$ cat config.mk
export PLATFORM = sky130hd
export DESIGN_NAME = dpu_top
export DESIGN_NICKNAME = d
export VERILOG_FILES = /design/src/dpu_pkg.sv /design/src/dpu_top.sv
export SDC_FILE = /design/constraint.sdc
export NUM_CORES = 2
export LEC_CHECK = 0
export ABC_CLOCK_PERIOD_IN_PS = 76100
export BUFFER_PORTS_ARGS = -buffer_cell sky130_fd_sc_hd__buf_2
export CORE_ASPECT_RATIO = 0.6
export CORE_UTILIZATION = 55
export DETAILED_ROUTE_END_ITERATION = 8
export MAX_ROUTING_LAYER = met4
export PLACE_DENSITY = 0.78
export SYNTH_ARGS = -nofsm -noshare
export SYNTH_HDL_FRONTEND = slang
export SYNTH_SLANG_ARGS = --single-unit
$ cat constraint.sdc
create_clock -name clk_i -period 76.1 [get_ports clk_i]
set_input_delay 15.22 -clock clk_i [delete_from_list [all_inputs] [get_ports clk_i]]
set_output_delay 15.22 -clock clk_i [all_outputs]
set_load 0.02 [all_outputs]
$ cat src/dpu_pkg.sv
package dpu_pkg;
  // Timing
  localparam int CLK_NS = 10;
  localparam int TICK_NS = 100_000_000;
  localparam int HOLD_NS = 1_000_000_000;
  localparam int TICK_CYC = TICK_NS / CLK_NS;
  localparam int HOLD_CYC = HOLD_NS / CLK_NS;
  localparam int TICK_MS = 100;
  localparam int HOUR_MS = 3_600_000;
  localparam int HOUR_TICKS = HOUR_MS / TICK_MS;
  // History
  localparam int HIST_N = 10;
  localparam int CODE_W = 8;
  localparam int STAMP_W = 32;
  localparam int IDX_W = 4;
  localparam logic [31:0] DEC4 = 32'h0000_2710;
  localparam logic [31:0] DEC8 = 32'h05F5_E100;
  // Speeds, output unit is 0.1 rpm
  localparam int SPD_W = 18;
  localparam logic [15:0] JOG_MAX = 16'h2710;
  localparam logic [15:0] JOG_DEF = 16'h01F4;
  localparam logic [17:0] SCALE = 18'h0000A;
  localparam logic [17:0] ORG_SPD = 18'h00258;
  localparam logic [17:0] ORG_SPD_DD = 18'h0003C;
  // Register byte offsets
  localparam logic [7:0] A_CTRL = 8'h00;
  localparam logic [7:0] A_JOG = 8'h04;
  localparam logic [7:0] A_STAT = 8'h08;
  localparam logic [7:0] A_HCLR = 8'h0C;
  localparam logic [7:0] A_IRQ_ST = 8'h10;
  localparam logic [7:0] A_IRQ_CLR = 8'h14;
  localparam logic [7:0] A_IRQ_EN = 8'h18;
  localparam logic [7:0] A_OPTIME = 8'h1C;
  localparam logic [7:0] A_DISP = 8'h20;
  // CTRL fields
  localparam int C_FSEL = 0;
  localparam int C_WPERM = 2;
  localparam int C_ROTINV = 3;
  // Function select codes
  localparam logic [1:0] F_HIST = 2'h0;
  localparam logic [1:0] F_JOG = 2'h1;
  localparam logic [1:0] F_ORG = 2'h2;
  // Interrupt bits
  localparam int IRQ_N = 3;
  localparam int I_ALM = 0;
  localparam int I_ORG = 1;
  localparam int I_REF = 2;
  // View phases
  localparam logic [1:0] P_CODE = 2'h0;
  localparam logic [1:0] P_LOW = 2'h1;
  localparam logic [1:0] P_MID = 2'h2;
  localparam logic [1:0] P_HIGH = 2'h3;

  typedef enum logic [3:0] {
    ST_IDLE = 4'h1,
    ST_HIST = 4'h2,
    ST_JOG = 4'h4,
    ST_ORG = 4'h8
  } dpu_state_e;

  typedef struct packed {
    logic [CODE_W-1:0] code;
    logic [STAMP_W-1:0] stamp;
  } dpu_entry_s;

  typedef struct packed {
    logic up;
    logic down;
    logic shift;
    logic mode;
  } dpu_keys_s;

  typedef struct packed {
    logic main_pwr;
    logic alarm;
    logic hardwired_base_block;
    logic servo_on;
  } dpu_ilk_s;

  typedef struct packed {
    logic valid;
    logic [IDX_W-1:0] seq;
    logic [1:0] phase;
    logic [15:0] value;
  } dpu_disp_s;
endpackage

$ cat src/dpu_top.sv
// Function
// - Keep the ten newest alarms with code and time stamp.
// - Stamp counts supply on-time in 100 ms ticks, captured at alarm.
// - Operating-time counter spans about 13 years without wrapping.
// - Long shift press enters alarm history showing the newest entry.
// - Down key steps to older entry, up key to newer.
// - Short shift presses cycle code, low four, middle four, upper two digits.
// - Same alarm code within one hour is not recorded again.
// - History survives alarm reset; only history clear or rst_i erases it.
// - Jog starts only when all start interlocks are satisfied.
// - Travel-limit protection is ignored while jog runs.
// - Jog speed accepts 0 to 10000, default 500.
// - Direct-drive motor makes the jog speed unit 0.1 rpm.
// - Motor turns at jog speed only while up or down key held.
// - Mode key toggles motor power; long shift press removes it.
// - Origin search turns to index pulse and clamps there.
// - Origin search runs at 60 rpm, 6 rpm for direct drive.
// - Travel-inhibit inputs have no effect during origin search.
// - Origin search starts only when all start interlocks are satisfied.
//
// The Wishbone interface to the registers and the address map were decided locally.
`timescale 1ns/1ps
module dpu_top #(
  parameter int TICK_CYC = dpu_pkg::TICK_CYC,
  parameter int HOLD_CYC = dpu_pkg::HOLD_CYC
) (
  input wire logic clk_i,
  input wire logic rst_i,
  input wire logic wb_cyc_i,
  input wire logic wb_stb_i,
  input wire logic wb_we_i,
  input wire logic [7:0] wb_adr_i,
  input wire logic [3:0] wb_sel_i,
  input wire logic [31:0] wb_dat_i,
  output logic [31:0] wb_dat_o,
  output logic wb_ack_o,
  input wire dpu_pkg::dpu_keys_s keys_i,
  input wire dpu_pkg::dpu_ilk_s ilk_i,
  input wire logic ctrl_pwr_i,
  input wire logic dd_motor_i,
  input wire logic [7:0] alarm_code_i,
  input wire logic index_i,
  input wire logic fwd_inhibit_i,
  input wire logic rev_inhibit_i,
  output logic motor_en_o,
  output logic signed [17:0] speed_o,
  output logic clamp_o,
  output logic ot_stop_o,
  output dpu_pkg::dpu_disp_s disp_o,
  output logic irq_o
);
  localparam logic [31:0] TICK_LAST = 32'(TICK_CYC - 1);
  localparam logic [31:0] HOLD_LAST = 32'(HOLD_CYC - 1);
  localparam logic [31:0] HOUR_T = 32'(dpu_pkg::HOUR_TICKS);
  localparam logic [3:0] HIST_MAX = 4'(dpu_pkg::HIST_N);

  dpu_pkg::dpu_state_e st_q;
  dpu_pkg::dpu_entry_s hist_q [dpu_pkg::HIST_N];
  dpu_pkg::dpu_keys_s key_q;
  logic [3:0] cnt_q;
  logic [3:0] idx_q;
  logic [1:0] phase_q;
  logic [31:0] tick_q;
  logic [31:0] optime_q;
  logic [31:0] hold_q;
  logic lfired_q;
  logic alm_q;
  logic srv_q;
  logic done_q;
  logic [1:0] fsel_q;
  logic wperm_q;
  logic rotinv_q;
  logic [15:0] jog_q;
  logic [2:0] irq_st_q;
  logic [2:0] irq_en_q;

  // Bus decode
  logic wb_req;
  logic wb_wr;
  assign wb_req = wb_cyc_i & wb_stb_i & ~wb_ack_o;
  // Writes take effect at the edge where the master sees ack high
  assign wb_wr = wb_cyc_i & wb_stb_i & wb_ack_o & wb_we_i & wb_sel_i[0];

  // Key events
  logic long_ev;
  logic short_ev;
  logic up_ev;
  logic dn_ev;
  logic mode_ev;
  assign long_ev = keys_i.shift & ~lfired_q & (hold_q == HOLD_LAST);
  assign short_ev = key_q.shift & ~keys_i.shift & ~lfired_q;
  assign up_ev = keys_i.up & ~key_q.up;
  assign dn_ev = keys_i.down & ~key_q.down;
  assign mode_ev = keys_i.mode & ~key_q.mode;

  always_ff @(posedge clk_i) begin
    if (rst_i) begin
      key_q <= '0;
      hold_q <= '0;
      lfired_q <= 1'b0;
    end else begin
      key_q <= keys_i;
      if (!keys_i.shift) begin
        hold_q <= '0;
        lfired_q <= 1'b0;
      end else if (long_ev) begin
        lfired_q <= 1'b1;
      end else if (!lfired_q) begin
        hold_q <= hold_q + 32'h0000_0001;
      end
    end
  end

  // Operating time in 100 ms ticks, 32 bits last about 13.6 years
  always_ff @(posedge clk_i) begin
    if (rst_i) begin
      tick_q <= '0;
      optime_q <= '0;
    end else if (tick_q == TICK_LAST) begin
      tick_q <= '0;
      if (ctrl_pwr_i) begin
        optime_q <= optime_q + 32'h0000_0001;
      end
    end else begin
      tick_q <= tick_q + 32'h0000_0001;
    end
  end

  // Alarm capture and repeat filter
  logic alm_ev;
  logic rep_hit;
  logic [31:0] rep_stamp;
  logic store;
  logic hclr;
  assign alm_ev = ilk_i.alarm & ~alm_q;
  assign hclr = wb_wr & (wb_adr_i == dpu_pkg::A_HCLR) & wb_dat_i[0];

  always_comb begin
    rep_hit = 1'b0;
    rep_stamp = '0;
    for (int i = dpu_pkg::HIST_N - 1; i >= 0; i--) begin
      if (4'(i) < cnt_q && hist_q[i].code == alarm_code_i) begin
        rep_hit = 1'b1;
        rep_stamp = hist_q[i].stamp;
      end
    end
  end

  assign store = alm_ev & ~(rep_hit & (optime_q - rep_stamp <= HOUR_T));

  always_ff @(posedge clk_i) begin
    if (rst_i) begin
      alm_q <= 1'b0;
      cnt_q <= '0;
    end else begin
      alm_q <= ilk_i.alarm;
      if (hclr) begin
        cnt_q <= '0;
      end else if (store && cnt_q != HIST_MAX) begin
        cnt_q <= cnt_q + 4'h1;
      end
    end
  end

  // Newest at entry 0, oldest falls off the end
  always_ff @(posedge clk_i) begin
    if (store) begin
      hist_q[0] <= '{code: alarm_code_i, stamp: optime_q};
    end
  end

  for (genvar g = 1; g < dpu_pkg::HIST_N; g++) begin : g_shift
    always_ff @(posedge clk_i) begin
      if (store) begin
        hist_q[g] <= hist_q[g-1];
      end
    end
  end

  // Function sequencing
  logic start_ok;
  logic moving;
  assign start_ok = wperm_q & ilk_i.main_pwr & ~ilk_i.alarm & ~ilk_i.hardwired_base_block
                    & ~ilk_i.servo_on;
  assign moving = srv_q & (keys_i.up ^ keys_i.down)
                  & ~(st_q == dpu_pkg::ST_ORG && done_q);

  always_ff @(posedge clk_i) begin
    if (rst_i) begin
      st_q <= dpu_pkg::ST_IDLE;
      srv_q <= 1'b0;
      done_q <= 1'b0;
      idx_q <= '0;
      phase_q <= dpu_pkg::P_CODE;
    end else begin
      unique case (st_q)
        dpu_pkg::ST_IDLE: begin
          if (long_ev) begin
            srv_q <= 1'b0;
            done_q <= 1'b0;
            idx_q <= '0;
            phase_q <= dpu_pkg::P_CODE;
            if (fsel_q == dpu_pkg::F_HIST) begin
              st_q <= dpu_pkg::ST_HIST;
            end else if (fsel_q == dpu_pkg::F_JOG && start_ok) begin
              st_q <= dpu_pkg::ST_JOG;
            end else if (fsel_q == dpu_pkg::F_ORG && start_ok) begin
              st_q <= dpu_pkg::ST_ORG;
            end
          end
        end
        dpu_pkg::ST_HIST: begin
          if (long_ev) begin
            st_q <= dpu_pkg::ST_IDLE;
          end else if (short_ev) begin
            phase_q <= phase_q + 2'h1;
          end else if (dn_ev && idx_q + 4'h1 < cnt_q) begin
            idx_q <= idx_q + 4'h1;
            phase_q <= dpu_pkg::P_CODE;
          end else if (up_ev && idx_q != 4'h0) begin
            idx_q <= idx_q - 4'h1;
            phase_q <= dpu_pkg::P_CODE;
          end
        end
        dpu_pkg::ST_JOG, dpu_pkg::ST_ORG: begin
          if (ilk_i.alarm) begin
            srv_q <= 1'b0;
          end else if (long_ev) begin
            srv_q <= 1'b0;
            if (!srv_q) begin
              st_q <= dpu_pkg::ST_IDLE;
            end
          end else if (mode_ev) begin
            srv_q <= ~srv_q;
            done_q <= 1'b0;
          end else if (st_q == dpu_pkg::ST_ORG && moving && index_i) begin
            done_q <= 1'b1;
          end
        end
      endcase
    end
  end

  // Motor outputs
  logic [17:0] mag;
  logic rev;
  always_comb begin
    rev = keys_i.down ^ rotinv_q;
    if (st_q == dpu_pkg::ST_ORG) begin
      mag = dd_motor_i ? dpu_pkg::ORG_SPD_DD : dpu_pkg::ORG_SPD;
    end else if (dd_motor_i) begin
      mag = {2'h0, jog_q};
    end else begin
      mag = 18'({2'h0, jog_q} * dpu_pkg::SCALE);
    end
  end

  always_ff @(posedge clk_i) begin
    if (rst_i) begin
      motor_en_o <= 1'b0;
      speed_o <= '0;
      clamp_o <= 1'b0;
      ot_stop_o <= 1'b0;
    end else begin
      motor_en_o <= srv_q;
      clamp_o <= done_q & srv_q;
      if (moving) begin
        speed_o <= rev ? -$signed(mag) : $signed(mag);
      end else begin
        speed_o <= '0;
      end
      ot_stop_o <= (fwd_inhibit_i | rev_inhibit_i)
                   & (st_q != dpu_pkg::ST_JOG) & (st_q != dpu_pkg::ST_ORG);
    end
  end

  // History display
  logic [31:0] stamp;
  assign stamp = hist_q[idx_q].stamp;
  always_ff @(posedge clk_i) begin
    if (rst_i) begin
      disp_o <= '0;
    end else begin
      disp_o.valid <= (st_q == dpu_pkg::ST_HIST) && idx_q < cnt_q;
      disp_o.seq <= idx_q;
      disp_o.phase <= phase_q;
      unique case (phase_q)
        dpu_pkg::P_CODE: disp_o.value <= {8'h00, hist_q[idx_q].code};
        dpu_pkg::P_LOW: disp_o.value <= 16'(stamp % dpu_pkg::DEC4);
        dpu_pkg::P_MID: begin
          disp_o.value <= 16'((stamp / dpu_pkg::DEC4) % dpu_pkg::DEC4);
        end
        dpu_pkg::P_HIGH: disp_o.value <= 16'(stamp / dpu_pkg::DEC8);
      endcase
    end
  end

  // Registers
  logic [15:0] jog_d;
  always_comb begin
    jog_d = jog_q;
    jog_d[7:0] = wb_dat_i[7:0];
    if (wb_sel_i[1]) begin
      jog_d[15:8] = wb_dat_i[15:8];
    end
  end

  always_ff @(posedge clk_i) begin
    if (rst_i) begin
      fsel_q <= dpu_pkg::F_HIST;
      wperm_q <= 1'b0;
      rotinv_q <= 1'b0;
      jog_q <= dpu_pkg::JOG_DEF;
      irq_en_q <= '0;
    end else if (wb_wr) begin
      unique case (wb_adr_i)
        dpu_pkg::A_CTRL: begin
          fsel_q <= wb_dat_i[dpu_pkg::C_FSEL+:2];
          wperm_q <= wb_dat_i[dpu_pkg::C_WPERM];
          rotinv_q <= wb_dat_i[dpu_pkg::C_ROTINV];
        end
        dpu_pkg::A_JOG: begin
          if (jog_d <= dpu_pkg::JOG_MAX) begin
            jog_q <= jog_d;
          end
        end
        dpu_pkg::A_IRQ_EN: irq_en_q <= wb_dat_i[dpu_pkg::IRQ_N-1:0];
        default: begin
        end
      endcase
    end
  end

  // Sticky events, set wins over clear
  logic [2:0] irq_set;
  logic [2:0] irq_clr;
  assign irq_set[dpu_pkg::I_ALM] = store;
  assign irq_set[dpu_pkg::I_ORG] = st_q == dpu_pkg::ST_ORG && moving
                                   && index_i && !done_q;
  assign irq_set[dpu_pkg::I_REF] = st_q == dpu_pkg::ST_IDLE && long_ev
                                   && fsel_q != dpu_pkg::F_HIST && !start_ok;
  assign irq_clr = (wb_wr && wb_adr_i == dpu_pkg::A_IRQ_CLR)
                   ? wb_dat_i[dpu_pkg::IRQ_N-1:0] : 3'h0;

  always_ff @(posedge clk_i) begin
    if (rst_i) begin
      irq_st_q <= '0;
      irq_o <= 1'b0;
    end else begin
      irq_st_q <= (irq_st_q & ~irq_clr) | irq_set;
      irq_o <= |(irq_st_q & irq_en_q);
    end
  end

  always_ff @(posedge clk_i) begin
    if (rst_i) begin
      wb_ack_o <= 1'b0;
      wb_dat_o <= '0;
    end else begin
      wb_ack_o <= wb_req;
      wb_dat_o <= '0;
      if (wb_req && !wb_we_i) begin
        unique case (wb_adr_i)
          dpu_pkg::A_CTRL: wb_dat_o <= {28'h0, rotinv_q, wperm_q, fsel_q};
          dpu_pkg::A_JOG: wb_dat_o <= {16'h0, jog_q};
          dpu_pkg::A_STAT: begin
            wb_dat_o <= {16'h0, cnt_q, 2'h0, done_q, srv_q, st_q, 4'h0};
          end
          dpu_pkg::A_IRQ_ST: wb_dat_o <= {29'h0, irq_st_q};
          dpu_pkg::A_IRQ_EN: wb_dat_o <= {29'h0, irq_en_q};
          dpu_pkg::A_OPTIME: wb_dat_o <= optime_q;
          dpu_pkg::A_DISP: wb_dat_o <= {9'h0, disp_o};
          default: wb_dat_o <= '0;
        endcase
      end
    end
  end
endmodule // dpu_top

==> summary.txt <==
Status: finished clean
FMAX: 29.0 MHz
Post-synth top flop: edfxtp_1
Setup TNS: 0 ps
# H-tree levels: 2
DR iter-0 viols: 6540
Slew Limit Fails: 0
Vias in the first global route: 43600
Post-synth EDFFs: 400
Initial Util: 55.8%
Slew @ Worst Pin: 1330 ps
CTS tree: yes
Largest net degree at the start of global routing: 164
Startpoint Class: flip-flop
CTS Buffer Depth: 3
Drt first pass iters: 8
Seq/Total Area, Yosys: 31.4%
DRC: 0
Metal3 WL: 19.6 mm
Routability Congestion: 0.988
RSZ-0062 raised after global routing: no
Final clock skew: 42.0 ps
Commonest cells in the netlist: nor2_1, nand2_1, edfxtp_1, a21oi_1, xnor2_1
Final net count: 5913
Critical Path Most Common Cell: nor2_1
I/O Buffers: 129
Total grt overflow: 0
Crit path DAT: 35040 ps
Layout cells sized above 1: 14.7%
Synth area leaders: edfxtp_1, dfxtp_1, xnor2_1, nor2_1, a21oi_1
Final WL: 157 mm
Count leader, synth: nor2_1
Setup-failing EPs final: 0
Setup Buffers After CTS: 0
Post-Syn Instances: 5808
Area leader, netlist: edfxtp_1
Synth warnings: 0
Final hold vios: 0
CP max stage delay: 860 ps
Clk_lat worst skew: 640 ps
CP endpoint kind: flip-flop
Final ANT Viol Nets: 0
WL/cell: 22.2 um
Cell Area, Synth: 52700 sq um
Initial antenna violation count: 2
Tmin final: 34530 ps
Synthesized flop and latch total: 626
Area Growth Syn to Fin: 4.82%
Io pins: 148
Via/cell ratio: 6.80
Worst-path maximum fanout: 49
First-pass GRT wire length: 248 mm
Clock sinks: 626
Cts repair resizes: 0
Synth Net Count: 5955
Met2 wire length: 62.4 mm
Die area: 97100 sq um
Critical Path RT: 76610 ps
Synth top area share: 22.8%
Worst r2r path cells: 93
Crit path to: disp_o[7]$_SDFF_PP0_
Maxcap violations: 0
Max_slew headroom: 10.5%
Total global-route track usage: 31.9%
CTS Buf Count: 50
Core Region: 94400 sq um
Async SR Flop Fraction: 0%
FF-to-FF End: disp_o[7]$_SDFF_PP0_
Die Width: 402 um
Row count: 87
Slowest CP cell: a2111oi_0
Top Metal Used: met4
Clock slew at reported path FFs: 70 ps
Count of cell types in the netlist: 197
Met1 WL: 72.7 mm
Clk Tree Root Cell: clkbuf_16
Via Count: 48000
Tcrit/Tclk final: 45.4%
Die Y: 242 um
Crit Path Class: reg2reg
Worst hold path class: reg2reg
CTS hold repair buffers: 0
HPWL after DPL: 114 mm
Syn avg cell area: 9.07 sq um
Reg2Reg Setup Slack: 41570 ps
==> worst max-delay path: cells and delay by family, from the launching register on <==
family | cells | cell delay [ps]
buf+inv | 5 | 1640
mux | 1 | 460
flops | 1 | 320
xor+xnor | 9 | 4000
compound gates | 46 | 17640
simple gates | 32 | 10240
==> logic make-up (layout without fill, tap and decap cells) <==
logic type / count (synthesis) / count (layout) / synth area share (%)
DFF: 626 / 626 / 31.4
xor gates and xnor gates: 522 / 522 / 9.22
adders and majority gates: 106 / 106 / 2.40
and+or+nand+nor: 2160 / 2160 / 20.9
other: 0 / 3 / 0
AOI/OAI and AO/OA: 1745 / 1745 / 25.1
buffers and inverters: 399 / 398 / 4.62
muxes: 250 / 250 / 6.40
==> worst min path at each step <==
stage | start | end | slack, ps | cells after the start
after global placement | tick_q[0]$_SDFF_PP0_ | tick_q[0]$_SDFF_PP0_ | 440 | 1
final | hist_q[3][22]$_DFFE_PP_ | hist_q[4][22]$_DFFE_PP_ | 470 | 0
after detailed placement | hist_q[6][3]$_DFFE_PP_ | hist_q[7][3]$_DFFE_PP_ | 460 | 0
after floorplan | tick_q[0]$_SDFF_PP0_ | tick_q[0]$_SDFF_PP0_ | 430 | 1
after global routing | hist_q[2][4]$_DFFE_PP_ | hist_q[3][4]$_DFFE_PP_ | 480 | 0
after CTS | hist_q[3][22]$_DFFE_PP_ | hist_q[4][22]$_DFFE_PP_ | 470 | 0
==> per-layer routing <==
layer / vias up / GRT usage, %
met2: 2682 / 42.2
met4: 0 / 4.47
met1: 23100 / 49.9
li1: 22000 / -
met3: 174 / 6.63
met5: - / -
==> stage by stage <==
stage,area [sq um],std cells,setup slack [ps],hold slack (ps),util (%)
after floorplan,52700,5808,29860,430,-
after global placement,53500,6960,43560,442,56.7
after detailed placement,53500,6960,42920,457,56.7
after CTS,55200,7053,42840,469,58.5
after global routing,55200,7055,39550,484,58.5
final,55200,7056,41570,472,58.5
==> registers in the layout (all words and copies together), names as in the netlist, 16 cells and up, named ones only <==
signal    count
hist_q      400
hold_q       32
disp_o       23
optime_q     32
speed_o      18
wb_dat_o     32
jog_q        16
tick_q       32
==> area by class of cell <==
| cell class | count | area [sq um] |
|---|---|---|
| well taps | 1246 | 1560 |
| multi-input cells | 4783 | 33800 |
| diodes | 3 | 7.51 |
| inverters | 104 | 393 |
| clock inverters | 31 | 395 |
| repair buffers | 201 | 1210 |
| clock buffers | 62 | 1310 |
| fillers | 8155 | 39200 |
| flip-flops and latches | 626 | 16500 |
==> cell usage in the layout (no fill, tap or decap), drive strengths merged, types with 64 or more instances in the layout <==
| cell | instances |
|---|---|
| xnor2 | 323 |
| nand4 | 74 |
| a21oi | 423 |
| ha | 76 |
| and2 | 64 |
| xor2 | 198 |
| nand2 | 516 |
| o31ai | 67 |
| nor3 | 147 |
| inv | 106 |
| a31oi | 68 |
| a22oi | 68 |
| a311oi | 69 |
| buf | 201 |
| a21o | 70 |
| mux2 | 71 |
| nor2 | 661 |
| edfxtp | 400 |
| and3 | 85 |
| a211oi | 120 |
| mux2i | 119 |
| dfxtp | 226 |
| o21ai | 269 |
| nand3 | 182 |
Power is left out: the tool's default activity adds up to more than one toggle a clock period on the data nets, which glitch-free logic cannot reach.
